[config.mk]
export PLATFORM = sky130hd
export DESIGN_NAME = ptp_unit_index_and_event_status
export DESIGN_NICKNAME = d
export VERILOG_FILES = /design/src/verilog/ptp_unit_pkg.sv /design/src/verilog/ptp_unit_index_and_event_status.sv
export SDC_FILE = /design/constraint.sdc
export NUM_CORES = 1
export LEC_CHECK = 0
export CORE_AREA = 10 10 68 99
export DETAILED_ROUTE_END_ITERATION = 7
export DIE_AREA = 0 0 78 109
export DONT_BUFFER_PORTS = 1
export GPL_TIMING_DRIVEN = 0
export PLACE_DENSITY_LB_ADDON = 0.3
export SYNTH_ARGS = -nofsm -noshare
export SYNTH_HDL_FRONTEND = slang
export SYNTH_SLANG_ARGS = --single-unit
[constraint.sdc]
create_clock -name clk -period 3.3 [get_ports clk]
set_input_delay 0.66 -clock clk [delete_from_list [all_inputs] [get_ports clk]]
set_output_delay 0.66 -clock clk [all_outputs]
set_load 0.05 [all_outputs]
[src/verilog/ptp_unit_pkg.sv]
// Package with the register map, field layout and carrier types of the unit selector and event status bank.
package ptp_unit_pkg;

    // ********************************
    // Register offsets (byte addresses)
    // ********************************
    localparam int          ADDR_W             = 12;
    localparam logic [11:0] OFS_UNIT_SELECTOR  = 12'h520;
    localparam logic [11:0] OFS_TRIG_STATUS    = 12'h524;
    localparam logic [11:0] OFS_EVENT_IRQ      = 12'h528;
    localparam logic [11:0] OFS_STAMP_CONTROL  = 12'h52C;
    localparam logic [11:0] OFS_PULSE_CONTROL  = 12'h540;
    localparam logic [11:0] OFS_EVENT_IRQ_MASK = 12'h5C0;
    localparam logic [11:0] OFS_WINDOW_FIRST   = 12'h52C;
    localparam logic [11:0] OFS_WINDOW_LAST    = 12'h5B3;

    // ********************************
    // Field positions
    // ********************************
    localparam int POS_STAMP_SELECT  = 8;
    localparam int POS_PULSE_SELECT  = 0;
    localparam int POS_PULSE_ERROR   = 16;
    localparam int POS_PULSE_DONE    = 0;
    localparam int POS_PULSE_IRQ     = 16;
    localparam int POS_STAMP_IRQ     = 0;
    localparam int POS_STAMP_IRQ_EN  = 5;
    localparam int POS_PULSE_ACTIVE  = 4;
    localparam int POS_PULSE_ENABLE  = 3;
    localparam int POS_PULSE_NOTIFY  = 0;

    // ********************************
    // Unit counts, codes and reset values
    // ********************************
    localparam int          NUM_PULSE_UNITS   = 3;
    localparam int          NUM_STAMP_UNITS   = 2;
    localparam logic [1:0]  PULSE_SEL_RSVD    = 2'h3;
    localparam logic [1:0]  RST_PULSE_SELECT  = 2'h0;
    localparam logic        RST_STAMP_SELECT  = 1'b0;
    localparam logic [2:0]  RST_PULSE_FLAGS   = 3'h0;
    localparam logic [1:0]  RST_STAMP_FLAGS   = 2'h0;
    localparam logic [31:0] RST_READ_DATA     = 32'h0000_0000;

    // Event pulses coming from the trigger and timestamp units.
    typedef struct packed {
        logic [2:0] pulse_error;
        logic [2:0] pulse_done;
        logic [1:0] stamp_event;
    } unit_events_s;

    // Control levels going to the trigger and timestamp units.
    typedef struct packed {
        logic [1:0] pulse_unit_select;
        logic       stamp_unit_select;
        logic [2:0] pulse_enable;
        logic [2:0] pulse_notify_enable;
        logic [1:0] stamp_irq_enable;
    } unit_ctrl_s;

endpackage

[src/verilog/ptp_unit_index_and_event_status.sv]
// Unit selector, indexed unit control window and trigger/timestamp event status with interrupt.
`timescale 1ns/100ps
module ptp_unit_index_and_event_status
    import ptp_unit_pkg::*;
(
    // Clock and reset
    input  wire logic              clk,
    input  wire logic              rst,
    // Avalon-MM slave
    input  wire logic [ADDR_W-1:0] address,
    input  wire logic              read,
    input  wire logic              write,
    input  wire logic [3:0]        byteenable,
    input  wire logic [31:0]       writedata,
    output      logic [31:0]       readdata,
    output      logic              waitrequest,
    // Unit side
    input  wire unit_events_s      unit_events,
    output      unit_ctrl_s        unit_ctrl,
    // Interrupts
    output      logic              event_irq_summary,
    output      logic              irq
);

    // ****************************************************************
    // Bus handshake
    // ****************************************************************
    logic        waitrequest_r;
    logic [31:0] readdata_r;
    logic [31:0] rd_val;
    logic [31:0] be_mask;
    logic        wr_fire;
    logic        rd_take;

    // Every access is answered one edge after it is seen, so a master never hangs on a hole in the map.
    always_ff @(posedge clk) begin
        if (rst) begin
            waitrequest_r <= 1'b1;
        end else if ((read || write) && waitrequest_r) begin
            waitrequest_r <= 1'b0;
        end else begin
            waitrequest_r <= 1'b1;
        end
    end

    assign wr_fire = write && !waitrequest_r;
    assign rd_take = read && waitrequest_r;
    assign be_mask = {{8{byteenable[3]}}, {8{byteenable[2]}}, {8{byteenable[1]}}, {8{byteenable[0]}}};

    // ****************************************************************
    // Unit selector
    // ****************************************************************
    logic       stamp_sel_r;
    logic [1:0] pulse_sel_r;
    logic       pulse_sel_ok;
    logic       sel_write;
    logic       win_stamp_wr;
    logic       win_pulse_wr;

    assign sel_write    = wr_fire && (address == OFS_UNIT_SELECTOR);
    assign pulse_sel_ok = (pulse_sel_r != PULSE_SEL_RSVD);
    assign win_stamp_wr = wr_fire && (address == OFS_STAMP_CONTROL);
    assign win_pulse_wr = wr_fire && (address == OFS_PULSE_CONTROL) && pulse_sel_ok;

    always_ff @(posedge clk) begin
        if (rst) begin
            stamp_sel_r <= RST_STAMP_SELECT;
            pulse_sel_r <= RST_PULSE_SELECT;
        end else if (sel_write) begin
            if (be_mask[POS_STAMP_SELECT]) begin
                stamp_sel_r <= writedata[POS_STAMP_SELECT];
            end
            if (be_mask[POS_PULSE_SELECT]) begin
                pulse_sel_r <= writedata[POS_PULSE_SELECT +: 2];
            end
        end
    end

    // ****************************************************************
    // Indexed unit controls
    // ****************************************************************
    logic [2:0] pulse_en_r;
    logic [2:0] notify_r;
    logic [1:0] stamp_ie_r;

    // Bit 3 of the timestamp control window steers the trigger unit, bit 5 the timestamp unit.
    always_ff @(posedge clk) begin
        if (rst) begin
            pulse_en_r <= RST_PULSE_FLAGS;
        end else begin
            for (int k = 0; k < NUM_PULSE_UNITS; k++) begin
                if (unit_events.pulse_done[k]) begin
                    pulse_en_r[k] <= 1'b0;
                end else if (win_stamp_wr && pulse_sel_ok && (pulse_sel_r == 2'(k)) &&
                             be_mask[POS_PULSE_ENABLE]) begin
                    pulse_en_r[k] <= writedata[POS_PULSE_ENABLE];
                end
            end
        end
    end

    always_ff @(posedge clk) begin
        if (rst) begin
            notify_r <= RST_PULSE_FLAGS;
        end else begin
            for (int k = 0; k < NUM_PULSE_UNITS; k++) begin
                if (win_pulse_wr && (pulse_sel_r == 2'(k)) && be_mask[POS_PULSE_NOTIFY]) begin
                    notify_r[k] <= writedata[POS_PULSE_NOTIFY];
                end
            end
        end
    end

    always_ff @(posedge clk) begin
        if (rst) begin
            stamp_ie_r <= RST_STAMP_FLAGS;
        end else begin
            for (int k = 0; k < NUM_STAMP_UNITS; k++) begin
                if (win_stamp_wr && (stamp_sel_r == 1'(k)) && be_mask[POS_STAMP_IRQ_EN]) begin
                    stamp_ie_r[k] <= writedata[POS_STAMP_IRQ_EN];
                end
            end
        end
    end

    // ****************************************************************
    // Event status flags
    // ****************************************************************
    logic [2:0] err_r;
    logic [2:0] done_r;
    logic [2:0] trig_irq_r;
    logic [1:0] stamp_irq_r;
    logic       st0_write;
    logic       st1_write;
    logic [31:0] w1c;

    assign st0_write = wr_fire && (address == OFS_TRIG_STATUS);
    assign st1_write = wr_fire && (address == OFS_EVENT_IRQ);
    assign w1c       = writedata & be_mask;

    // In every flag below a new event wins over a clear arriving in the same cycle.
    always_ff @(posedge clk) begin
        if (rst) begin
            err_r <= RST_PULSE_FLAGS;
        end else begin
            for (int k = 0; k < NUM_PULSE_UNITS; k++) begin
                if (unit_events.pulse_error[k] && notify_r[k]) begin
                    err_r[k] <= 1'b1;
                end else if (st0_write && w1c[POS_PULSE_ERROR + k]) begin
                    err_r[k] <= 1'b0;
                end else if (win_stamp_wr && pulse_sel_ok && (pulse_sel_r == 2'(k)) &&
                             be_mask[POS_PULSE_ENABLE] && !writedata[POS_PULSE_ENABLE]) begin
                    err_r[k] <= 1'b0;
                end
            end
        end
    end

    always_ff @(posedge clk) begin
        if (rst) begin
            done_r <= RST_PULSE_FLAGS;
        end else begin
            for (int k = 0; k < NUM_PULSE_UNITS; k++) begin
                if (unit_events.pulse_done[k] && notify_r[k]) begin
                    done_r[k] <= 1'b1;
                end else if (st0_write && w1c[POS_PULSE_DONE + k]) begin
                    done_r[k] <= 1'b0;
                end
            end
        end
    end

    always_ff @(posedge clk) begin
        if (rst) begin
            trig_irq_r <= RST_PULSE_FLAGS;
        end else begin
            for (int k = 0; k < NUM_PULSE_UNITS; k++) begin
                if ((unit_events.pulse_error[k] || unit_events.pulse_done[k]) && notify_r[k]) begin
                    trig_irq_r[k] <= 1'b1;
                end else if (st1_write && w1c[POS_PULSE_IRQ + k]) begin
                    trig_irq_r[k] <= 1'b0;
                end
            end
        end
    end

    always_ff @(posedge clk) begin
        if (rst) begin
            stamp_irq_r <= RST_STAMP_FLAGS;
        end else begin
            for (int k = 0; k < NUM_STAMP_UNITS; k++) begin
                if (unit_events.stamp_event[k] && stamp_ie_r[k]) begin
                    stamp_irq_r[k] <= 1'b1;
                end else if (st1_write && w1c[POS_STAMP_IRQ + k]) begin
                    stamp_irq_r[k] <= 1'b0;
                end
            end
        end
    end

    // ****************************************************************
    // Interrupt mask and outputs
    // ****************************************************************
    logic [2:0] mask_trig_r;
    logic [1:0] mask_stamp_r;
    logic       summary_r;
    logic       irq_r;
    logic       any_flag;

    always_ff @(posedge clk) begin
        if (rst) begin
            mask_trig_r  <= RST_PULSE_FLAGS;
            mask_stamp_r <= RST_STAMP_FLAGS;
        end else if (wr_fire && (address == OFS_EVENT_IRQ_MASK)) begin
            for (int k = 0; k < NUM_PULSE_UNITS; k++) begin
                if (be_mask[POS_PULSE_IRQ + k]) begin
                    mask_trig_r[k] <= writedata[POS_PULSE_IRQ + k];
                end
            end
            for (int k = 0; k < NUM_STAMP_UNITS; k++) begin
                if (be_mask[POS_STAMP_IRQ + k]) begin
                    mask_stamp_r[k] <= writedata[POS_STAMP_IRQ + k];
                end
            end
        end
    end

    assign any_flag = (|trig_irq_r) || (|stamp_irq_r);

    always_ff @(posedge clk) begin
        if (rst) begin
            summary_r <= 1'b0;
            irq_r     <= 1'b0;
        end else begin
            summary_r <= any_flag;
            irq_r     <= (|(trig_irq_r & mask_trig_r)) || (|(stamp_irq_r & mask_stamp_r));
        end
    end

    // ****************************************************************
    // Read mux
    // ****************************************************************
    // reserved bits zero
    always_comb begin
        rd_val = RST_READ_DATA;
        unique case (address)
            OFS_UNIT_SELECTOR: begin
                rd_val[POS_STAMP_SELECT]      = stamp_sel_r;
                rd_val[POS_PULSE_SELECT +: 2] = pulse_sel_r;
            end
            OFS_TRIG_STATUS: begin
                rd_val[POS_PULSE_ERROR +: 3] = err_r;
                rd_val[POS_PULSE_DONE +: 3]  = done_r;
            end
            OFS_EVENT_IRQ: begin
                rd_val[POS_PULSE_IRQ +: 3] = trig_irq_r;
                rd_val[POS_STAMP_IRQ +: 2] = stamp_irq_r;
            end
            OFS_STAMP_CONTROL: begin
                rd_val[POS_STAMP_IRQ_EN] = stamp_ie_r[stamp_sel_r];
                if (pulse_sel_ok) begin
                    rd_val[POS_PULSE_ENABLE] = pulse_en_r[pulse_sel_r];
                    rd_val[POS_PULSE_ACTIVE] = pulse_en_r[pulse_sel_r] && !err_r[pulse_sel_r];
                end
            end
            OFS_PULSE_CONTROL: begin
                if (pulse_sel_ok) begin
                    rd_val[POS_PULSE_NOTIFY] = notify_r[pulse_sel_r];
                end
            end
            OFS_EVENT_IRQ_MASK: begin
                rd_val[POS_PULSE_IRQ +: 3] = mask_trig_r;
                rd_val[POS_STAMP_IRQ +: 2] = mask_stamp_r;
            end
            default: begin
                rd_val = RST_READ_DATA;
            end
        endcase
    end

    always_ff @(posedge clk) begin
        if (rst) begin
            readdata_r <= RST_READ_DATA;
        end else if (rd_take) begin
            readdata_r <= rd_val;
        end
    end

    assign readdata          = readdata_r;
    assign waitrequest       = waitrequest_r;
    assign event_irq_summary = summary_r;
    assign irq               = irq_r;
    assign unit_ctrl         = '{pulse_unit_select:   pulse_sel_r,
                                 stamp_unit_select:   stamp_sel_r,
                                 pulse_enable:        pulse_en_r,
                                 pulse_notify_enable: notify_r,
                                 stamp_irq_enable:    stamp_ie_r};

    // ****************************************************************
    // Assertions
    // ****************************************************************
    property p_window_route;
        @(posedge clk) disable iff (rst)
        (win_stamp_wr && pulse_sel_ok && byteenable[0] && writedata[POS_PULSE_ENABLE] &&
         !unit_events.pulse_done[pulse_sel_r]) |=> pulse_en_r[$past(pulse_sel_r)];
    endproperty
    a_window_route: assert property (p_window_route) else $error("window write missed selected unit");

    property p_stamp_sel;
        @(posedge clk) disable iff (rst)
        (sel_write && byteenable[1]) |=> (stamp_sel_r == $past(writedata[POS_STAMP_SELECT]));
    endproperty
    a_stamp_sel: assert property (p_stamp_sel) else $error("timestamp selector not written");

    property p_pulse_sel;
        @(posedge clk) disable iff (rst)
        (sel_write && byteenable[0]) |=> (pulse_sel_r == $past(writedata[1:0]));
    endproperty
    a_pulse_sel: assert property (p_pulse_sel) else $error("trigger selector not written");

    property p_err_set;
        @(posedge clk) disable iff (rst)
        (unit_events.pulse_error[0] && notify_r[0]) |=> err_r[0] ##1 (err_r[0] || $past(wr_fire));
    endproperty
    a_err_set: assert property (p_err_set) else $error("trigger error flag not set");

    property p_err_clr_en;
        @(posedge clk) disable iff (rst)
        (win_stamp_wr && pulse_sel_r == 2'h1 && byteenable[0] && !writedata[POS_PULSE_ENABLE] &&
         !unit_events.pulse_error[1]) |=> !err_r[1];
    endproperty
    a_err_clr_en: assert property (p_err_clr_en) else $error("disable did not clear error");

    property p_done_set;
        @(posedge clk) disable iff (rst)
        (unit_events.pulse_done[2] && notify_r[2]) |=> (done_r[2] && trig_irq_r[2] && !pulse_en_r[2]);
    endproperty
    a_done_set: assert property (p_done_set) else $error("done event not recorded");

    property p_trig_gate;
        @(posedge clk) disable iff (rst)
        $rose(trig_irq_r[0]) |-> $past(notify_r[0]);
    endproperty
    a_trig_gate: assert property (p_trig_gate) else $error("trigger interrupt set while not notifying");

    property p_trig_w1c;
        @(posedge clk) disable iff (rst)
        (st1_write && byteenable[2] && writedata[POS_PULSE_IRQ] && !unit_events.pulse_error[0] &&
         !unit_events.pulse_done[0]) |=> !trig_irq_r[0];
    endproperty
    a_trig_w1c: assert property (p_trig_w1c) else $error("trigger interrupt not cleared");

    property p_stamp_gate;
        @(posedge clk) disable iff (rst)
        $rose(stamp_irq_r[1]) |-> $past(stamp_ie_r[1]);
    endproperty
    a_stamp_gate: assert property (p_stamp_gate) else $error("timestamp interrupt set while disabled");

    property p_summary;
        @(posedge clk) disable iff (rst)
        ##1 (summary_r == $past(any_flag));
    endproperty
    a_summary: assert property (p_summary) else $error("summary bit is not the OR of the flags");

    property p_stamp_ie;
        @(posedge clk) disable iff (rst)
        (win_stamp_wr && byteenable[0] && !stamp_sel_r) |=> (stamp_ie_r[0] == $past(writedata[5]));
    endproperty
    a_stamp_ie: assert property (p_stamp_ie) else $error("timestamp enable not reached through selector");

    property p_self_clear;
        @(posedge clk) disable iff (rst)
        unit_events.pulse_done[1] |=> !pulse_en_r[1];
    endproperty
    a_self_clear: assert property (p_self_clear) else $error("trigger enable did not clear itself");

    property p_reserved;
        @(posedge clk) disable iff (rst)
        (rd_take && address == OFS_EVENT_IRQ) |=> (readdata_r[31:19] == 13'h0000 && readdata_r[15:2] == 14'h0000);
    endproperty
    a_reserved: assert property (p_reserved) else $error("reserved bits read nonzero");

endmodule

==> results of run 1 <==
## metrics by stage
stage,area (µm²),util,setup slack [ns]
2_1_floorplan,2370,-,1.12
3_3_place_gp,2450,0.490,0.992
3_5_place_dp,2450,0.490,0.984
4_1_cts,2530,0.506,1.11
5_1_grt,2530,0.506,0.958
6_report,2530,0.506,1.11
## how the worst min path moves through the flow
stage                           start                         end  slack (ns)  cells after the start
4_1_cts                unit_events[4]  pulse_en_r[2]$_SDFFE_PP0P_        0.43                      1
6_report               unit_events[2]  pulse_en_r[0]$_SDFFE_PP0P_        0.43                      1
5_1_grt                unit_events[3]  pulse_en_r[1]$_SDFFE_PP0P_        0.42                      1
3_5_place_dp   done_r[2]$_SDFFE_PP0P_      done_r[2]$_SDFFE_PP0P_        0.47                      2
2_1_floorplan  done_r[2]$_SDFFE_PP0P_    readdata[2]$_SDFFE_PP0P_        0.45                      2
3_3_place_gp   done_r[2]$_SDFFE_PP0P_      done_r[2]$_SDFFE_PP0P_        0.47                      2
## synth_stat cells (2+ instances only)
library cell and instances:
or4b_4 2, a22oi_1 5, a211oi_1 3, inv_1 3
a41o_1 3, nand2_1 36, clkbuf_1 10, nand3_1 6
nor2b_1 5, a22o_1 3, mux2i_1 11, buf_4 24
o31ai_1 2, nor4_4 2, nor2_1 10, and3b_1 2
nand3b_1 2, buf_6 2, nor3_1 4, dfxtp_1 40
nand4_1 19, and3_1 4, a21oi_1 22, o21ai_1 8
a32oi_1 2, o2bb2ai_1 3, o21ai_0 16
## worst reg2reg max path, stage by stage (launching register included)
cell       delay [ns]
dfxtp_1          0.64
clkbuf_1         0.39
nor2b_1          0.18
clkbuf_1         0.32
o2bb2ai_1        0.21
nand4_2          0.15
o31ai_2          0.22
## layout by cell type, fill, tap and decap left out, types with 2 or more instances in the layout
cell        n
o21ai_1     8
clkbuf_8    5
nor2b_1     5
or4b_4      2
o21ai_0    16
nand3_1     6
nor2_1     10
a22oi_1     5
inv_1       3
mux2i_1    11
and3_1      4
conb_1     22
a32oi_1     2
nor4_4      2
and3b_1     2
a211oi_1    3
a41o_1      3
clkbuf_1   10
dfxtp_1    40
buf_6       2
nand4_1    19
o31ai_1     2
nand2_1    36
nor3_1      4
nand3b_1    2
a22o_1      3
buf_4      24
o2bb2ai_1   3
a21oi_1    22
## sequential cells by signal, summed over array words and instances (netlist names), 3 cells and up
register	flops
readdata	10
done_r	3
err_r	3
mask_trig_r	3
notify_r	3
pulse_en_r	3
trig_irq_r	3
## final cells by class
| cell class | instances | share of cell area |
|---|---|---|
| Multi-Input combinational cell | 212 | 0.515 |
| Sequential cell | 40 | 0.316 |
| Buffer | 37 | 0.0968 |
| Tap cell | 68 | 0.0336 |
| Clock buffer | 5 | 0.0272 |
| Inverter | 4 | 0.00593 |
| Clock inverter | 2 | 0.00494 |
## logic make-up (layout without fill, tap and decap cells)
family / count (synthesis) / after routing / share of synthesized area
and+or+nand+nor: 104 / 104 / 0.272
AOI/OAI and AO/OA: 74 / 74 / 0.210
buffers and inverters: 41 / 48 / 0.114
DFF: 40 / 40 / 0.350
muxes: 12 / 12 / 0.0531
other: 1 / 22 / 0.00164
## report_power, final
part / switching [mW] / internal [mW] / leakage (nW)
clock network: 0.179 / 0.143 / 0.0400
logic: 0.0995 / 0.0349 / 0.601
registers: 0.00849 / 0.484 / 0.322
## routing by layer
layer,track usage,wire [µm],vias up
met5,0,0,-
met4,0.108,287,0
met3,0.0684,736,16
met2,0.281,3520,94
met1,0.158,2470,946
li1,-,-,1020
==> run_results.csv, run 1 <==
group,metric,value,unit
yosys,synthArstFlopShare,0,
clock_tree,clockBufferDepth,2,
worst_setup_path,path_cells,"clkbuf_1 -> nor2b_1 -> clkbuf_1 -> o2bb2ai_1 -> nand4_2 -> o31ai_2",
worst_setup_path,cp.arrival,2.41,ns
finish,multiInputGateArea,0.00131,mm²
worst_setup_path,reg2reg_depth,6,
worst_setup_path,cp.depth,6,
floorplan,coreArea,0.00500,mm²
floorplan,die-area,0.00850,mm²
placed_design,place_congestion,0.898,
yosys,synth_area_per_cell,8.41,µm²
worst_setup_path,crit_type,"reg -> reg",
finish,seqCellArea,801,µm²
timing,fin_crit,2.19,ns
finish,layout-drive-gt1-share,0.160,
job,drv_cap,0,
placed_design,hpwl,5650,µm
clock_tree,cts_tree,"built",
global_route,grt_pass1_vias,2069,
pwr,p_per_area,375,mW/mm²
pwr,p_total,0.949,mW
worst_setup_path,cp.required,3.52,ns
timing,setup_violations,0,
yosys,ys_seq_elements,40,
finish,num-fill-cells,504,
clock_tree,cts.reportedPaths.clkPinSlew,0.08,ns
timing,final_max_slew_viol_count,0,
floorplan,die_y,109,µm
worst_setup_path,setup.worst_path.start,"pulse_sel_r[1]$_SDFFE_PP0P_",
placed_design,io_buffers,0,
yosys,synth-edff-count,0,
worst_setup_path,cp_slowest_cell,"dfxtp_1",
global_route,antenna_found_initial,0,
placed_design,place_inst,361,
worst_setup_path,critPathLaunchType,"register",
floorplan,start_util,0.457,
yosys,yosys.area.top_type,"dfxtp_1",
yosys,yosysWarnings,0,
detailed_routing,post_drt_wl_per_cell,19.1,µm
global_route,track_usage,0.163,
finish,layoutNonFillerInstCount,368,
yosys,synthTopCellsByArea,"dfxtp_1 35%, buf_4 7.9%, nand2_1 5.9%",
clock_tree,hold_buffers,0,
detailed_routing,vias_per_cell,5.64,
worst_setup_path,r2r-end,"readdata[4]$_SDFFE_PP0P_",
finish,n_antenna_cell,0,
detailed_routing,drt_iter0_drc,165,
timing,tightest_slew,0.703,ns
worst_setup_path,r2r_start,"pulse_sel_r[1]$_SDFFE_PP0P_",
yosys,yosysSeqAreaShare,0.350,
floorplan,fp-row-count,32,
worst_setup_path,crit_path_frequent_cell,"clkbuf_1",
timing,tns,0,ns
clock_tree,postCtsSetupRepairBufs,0,
timing,clock.fmax,0.457,GHz
status,status,"complete, no violations",
worst_setup_path,path_delay_family,"buffers and inverters",
global_route,gr-total-overflow,0,
worst_setup_path,critPathBufInv,2,
yosys,syn-instance-count,272,
timing,hold_violations,0,
worst_setup_path,max_stage_delay,0.64,ns
finish,final_nets,360,
floorplan,die_w,78,µm
pwr,peakVddDrop,0.000198,V
worst_setup_path,critical_path.max_fanout,9,
worst_setup_path,cp-endpoint,"readdata[4]$_SDFFE_PP0P_",
global_route,grt_pass1_wl,11100,µm
yosys,synth_cell_types,50,
pwr,power.leakage,0.963,nW
worst_setup_path,r2r_setup_slack,1.11,ns
clock_tree,cts_buffers,5,
detailed_routing,drcViolationCount,0,
clock_tree,cts-root-buf,"clkbuf_8",
worst_setup_path,worst_setup_path_end_kind,"register",
detailed_routing,drt-total-wl,7020,µm
timing,whs,0.430,ns
yosys,netlist_area,0.00229,mm²
yosys,synth_top_area_frac,0.350,
min_path,hold_class,"in -> reg",
finish,area_growth,10.7,%
clock_tree,clkLatencyLatePin,0.30,ns
clock_tree,postCtsResizedCells,0,
timing,period_share,0.663,
floorplan,io_pins,106,
timing,maxSlewHeadroom,0.531,
timing,rsz0062_at_grt,"false",
detailed_routing,drtAntennaViolNets,0,
clock_tree,htree_levels,2,
yosys,yosys_most_used_dff,"dfxtp_1",
timing,finalClockSkew,0.00640,ns
global_route,grt_max_degree,13,
clock_tree,numClockSinks,40,
detailed_routing,first_pass_iters,4,
detailed_routing,vias,2076,
Power figures use the tool's default switching activity.
==> run 2, diff against run 1 <==
==> constraint.sdc (replaced) <==
create_clock -name clk -period 2.1 [get_ports clk]
set_input_delay 0.42 -clock clk [delete_from_list [all_inputs] [get_ports clk]]
set_output_delay 0.42 -clock clk [all_outputs]
set_load 0.05 [all_outputs]
==> run 2 against run 1 <==
- setup slack worse by 0.92 ns
- critical path depth stayed put
- routed wire length increased by 0.34%
- sequential share of layout area hardly changed
- critical endpoint unchanged
==> run_results.csv, run 2 (same netlist as run 1, synthesis figures left out) <==
group,metric,value,unit
timing,fin_crit,1.91,ns
clock_tree,cts.reportedPaths.clkPinSlew,0.08,ns
detailed_routing,vias_per_cell,5.66,
timing,worst_slack,0.188,ns
pwr,pwr-share-seq,0.521,
finish,post-route-cell-area,0.00255,mm²
finish,seqCellArea,805,µm²
global_route,grt_busiest_layer,"met2",
status,status,"complete, no violations",
placed_design,placed_area,0.00245,mm²
clock_tree,cts_tree,"built",
worst_setup_path,max_stage_delay,0.50,ns
global_route,grt_pass1_vias,2069,
worst_setup_path,reg2reg_depth,6,
detailed_routing,drt-total-wl,7040,µm
timing,clock.fmax,0.523,GHz
detailed_routing,vias,2087,
worst_setup_path,crit_type,"reg -> reg",
finish,mostFrequentLayoutCells,"37 x dfxtp_1, 36 x nand2_1, 25 x buf_4",
finish,area_growth,11.3,%
floorplan,io_pins,106,
pwr,p_sw,0.446,mW
global_route,met2_usage,0.281,
clock_tree,htree_levels,2,
clock_tree,cts_buffers,5,
floorplan,die-area,0.00850,mm²
global_route,antenna_found_initial,0,
timing,final_max_slew_viol_count,0,
floorplan,die_w,78,µm
global_route,use_met1,0.158,
finish,utilization,0.509,
placed_design,preCtsSetupSlack,-0.0698,ns
floorplan,start_util,0.457,
worst_setup_path,worst_setup_path_end_kind,"register",
worst_setup_path,setup.worst_path.start,"pulse_sel_r[1]$_SDFFE_PP0P_",
floorplan,die_y,109,µm
timing,finalClockSkew,0.00669,ns
pwr,switching_share,0.300,
pwr,peakVddDrop,0.000307,V
pwr,power.combinational.fraction,0.142,
placed_design,place_congestion,0.898,
floorplan,coreArea,0.00500,mm²
worst_setup_path,r2r_setup_slack,0.19,ns
timing,setup_violations,0,
worst_setup_path,cp_slowest_cell,"dfxtp_2",
worst_setup_path,r2r_start,"pulse_sel_r[1]$_SDFFE_PP0P_",
job,drv_cap,0,
finish,largest_reg_flops,10,
timing,maxSlewHeadroom,0.531,
worst_setup_path,critical_path.max_fanout,9,
timing,period_share,0.911,
floorplan,fp-row-count,32,
pwr,p_per_area,584,mW/mm²
finish,final_nets,361,
detailed_routing,post_drt_wl_per_cell,19.1,µm
placed_design,hpwl,5650,µm
detailed_routing,drcViolationCount,0,
pwr,power.leakage,0.975,nW
detailed_routing,drt_iter0_drc,173,
timing,tightest_slew,0.702,ns
finish,n_antenna_cell,0,
finish,num-fill-cells,500,
worst_setup_path,cp-endpoint,"readdata[4]$_SDFFE_PP0P_",
worst_setup_path,path_cells,"clkbuf_2 -> nor2b_1 -> clkbuf_1 -> o2bb2ai_1 -> nand4_2 -> o31ai_2",
timing,hold_violations,0,
detailed_routing,first_pass_iters,6,
clock_tree,clkLatencyLatePin,0.29,ns
worst_setup_path,r2r-end,"readdata[4]$_SDFFE_PP0P_",
placed_design,io_buffers,0,
finish,final_common_cell,"dfxtp_1",
global_route,grt_pass1_wl,11100,µm
global_route,grt_max_degree,13,
finish,layout-drive-gt1-share,0.179,
timing,rsz0062_at_grt,"false",
detailed_routing,drtAntennaViolNets,0,
clock_tree,cts-root-buf,"clkbuf_8",
min_path,hold_class,"in -> reg",
worst_setup_path,critPathLaunchType,"register",
finish,multiInputGateArea,0.00131,mm²
worst_setup_path,cp.required,2.32,ns
clock_tree,clockBufferDepth,2,
global_route,grt_use_met3,0.0684,
clock_tree,hold_buffers,0,
pwr,internal_power,1.04,mW
worst_setup_path,cp.arrival,2.13,ns
clock_tree,numClockSinks,40,
global_route,gr-total-overflow,0,
pwr,clock_power_share,0.337,
global_route,track_usage,0.163,
[run 2: changes by cell type in the layout (fill, tap and decap cells not counted), sizes merged]
| cell | change |
|---|---|
| buf | +1 |
[run 2: worst min-delay path by stage]
stage / startpoint / to / slack [ns] / cells after the start
4_1_cts: unit_events[4] / pulse_en_r[2]$_SDFFE_PP0P_ / 0.19 / 1
6_report: unit_events[4] / pulse_en_r[2]$_SDFFE_PP0P_ / 0.19 / 1
5_1_grt: unit_events[3] / pulse_en_r[1]$_SDFFE_PP0P_ / 0.18 / 1
2_1_floorplan: done_r[2]$_SDFFE_PP0P_ / readdata[2]$_SDFFE_PP0P_ / 0.45 / 2
3_5_place_dp: done_r[2]$_SDFFE_PP0P_ / done_r[2]$_SDFFE_PP0P_ / 0.47 / 2
3_3_place_gp: done_r[2]$_SDFFE_PP0P_ / done_r[2]$_SDFFE_PP0P_ / 0.47 / 2
[run 2: layer usage]
layer | up-vias | routed length (µm)
met5 | - | 0
met4 | 0 | 296
met3 | 16 | 749
met2 | 96 | 3520
met1 | 951 | 2470
li1 | 1024 | -
[run 2: repair_timing]
item                       CTS  global route
setup endpoints to repair    3             7
hold endpoints to repair     0             0
gates resized for setup      2             5
pin swaps                    0             1
buffers inserted             0             1
[run 2: final cells by class]
type	instances	share of cell area
flip-flops and latches	40	0.316
clock buffers	5	0.0270
well taps	68	0.0334
plain buffers	37	0.0973
inverters	4	0.00590
multi-input cells	212	0.513
repair buffers	1	0.00295
clock inverters	2	0.00491
[run 2: power groups by stage]
stage / Clock, mW / Combinational [mW] / Sequential [mW]
floorplan: 0 / 0.184 / 0.791
global placement: 0 / 0.207 / 0.792
detailed placement: 0 / 0.207 / 0.792
CTS: 0.506 / 0.208 / 0.774
global route: 0.539 / 0.225 / 0.775
finish: 0.501 / 0.211 / 0.774
[run 2: critical path, delay by kind of cell (launching register included)]
family | cells | cell delay (ns)
buf+inv | 2 | 0.61
flops | 1 | 0.50
compound gates | 2 | 0.43
simple gates | 2 | 0.30
[run 2: through the flow]
stage	power, mW	setup TNS, ns	cells	hold slack [ns]
after detailed placement	0.999	-0.133	361	0.472
after global routing	1.54	0	369	0.177
after CTS	1.49	0	368	0.185
after floorplan	0.975	0	293	0.447
after global placement	0.998	-0.0319	361	0.467
final	1.49	0	369	0.193
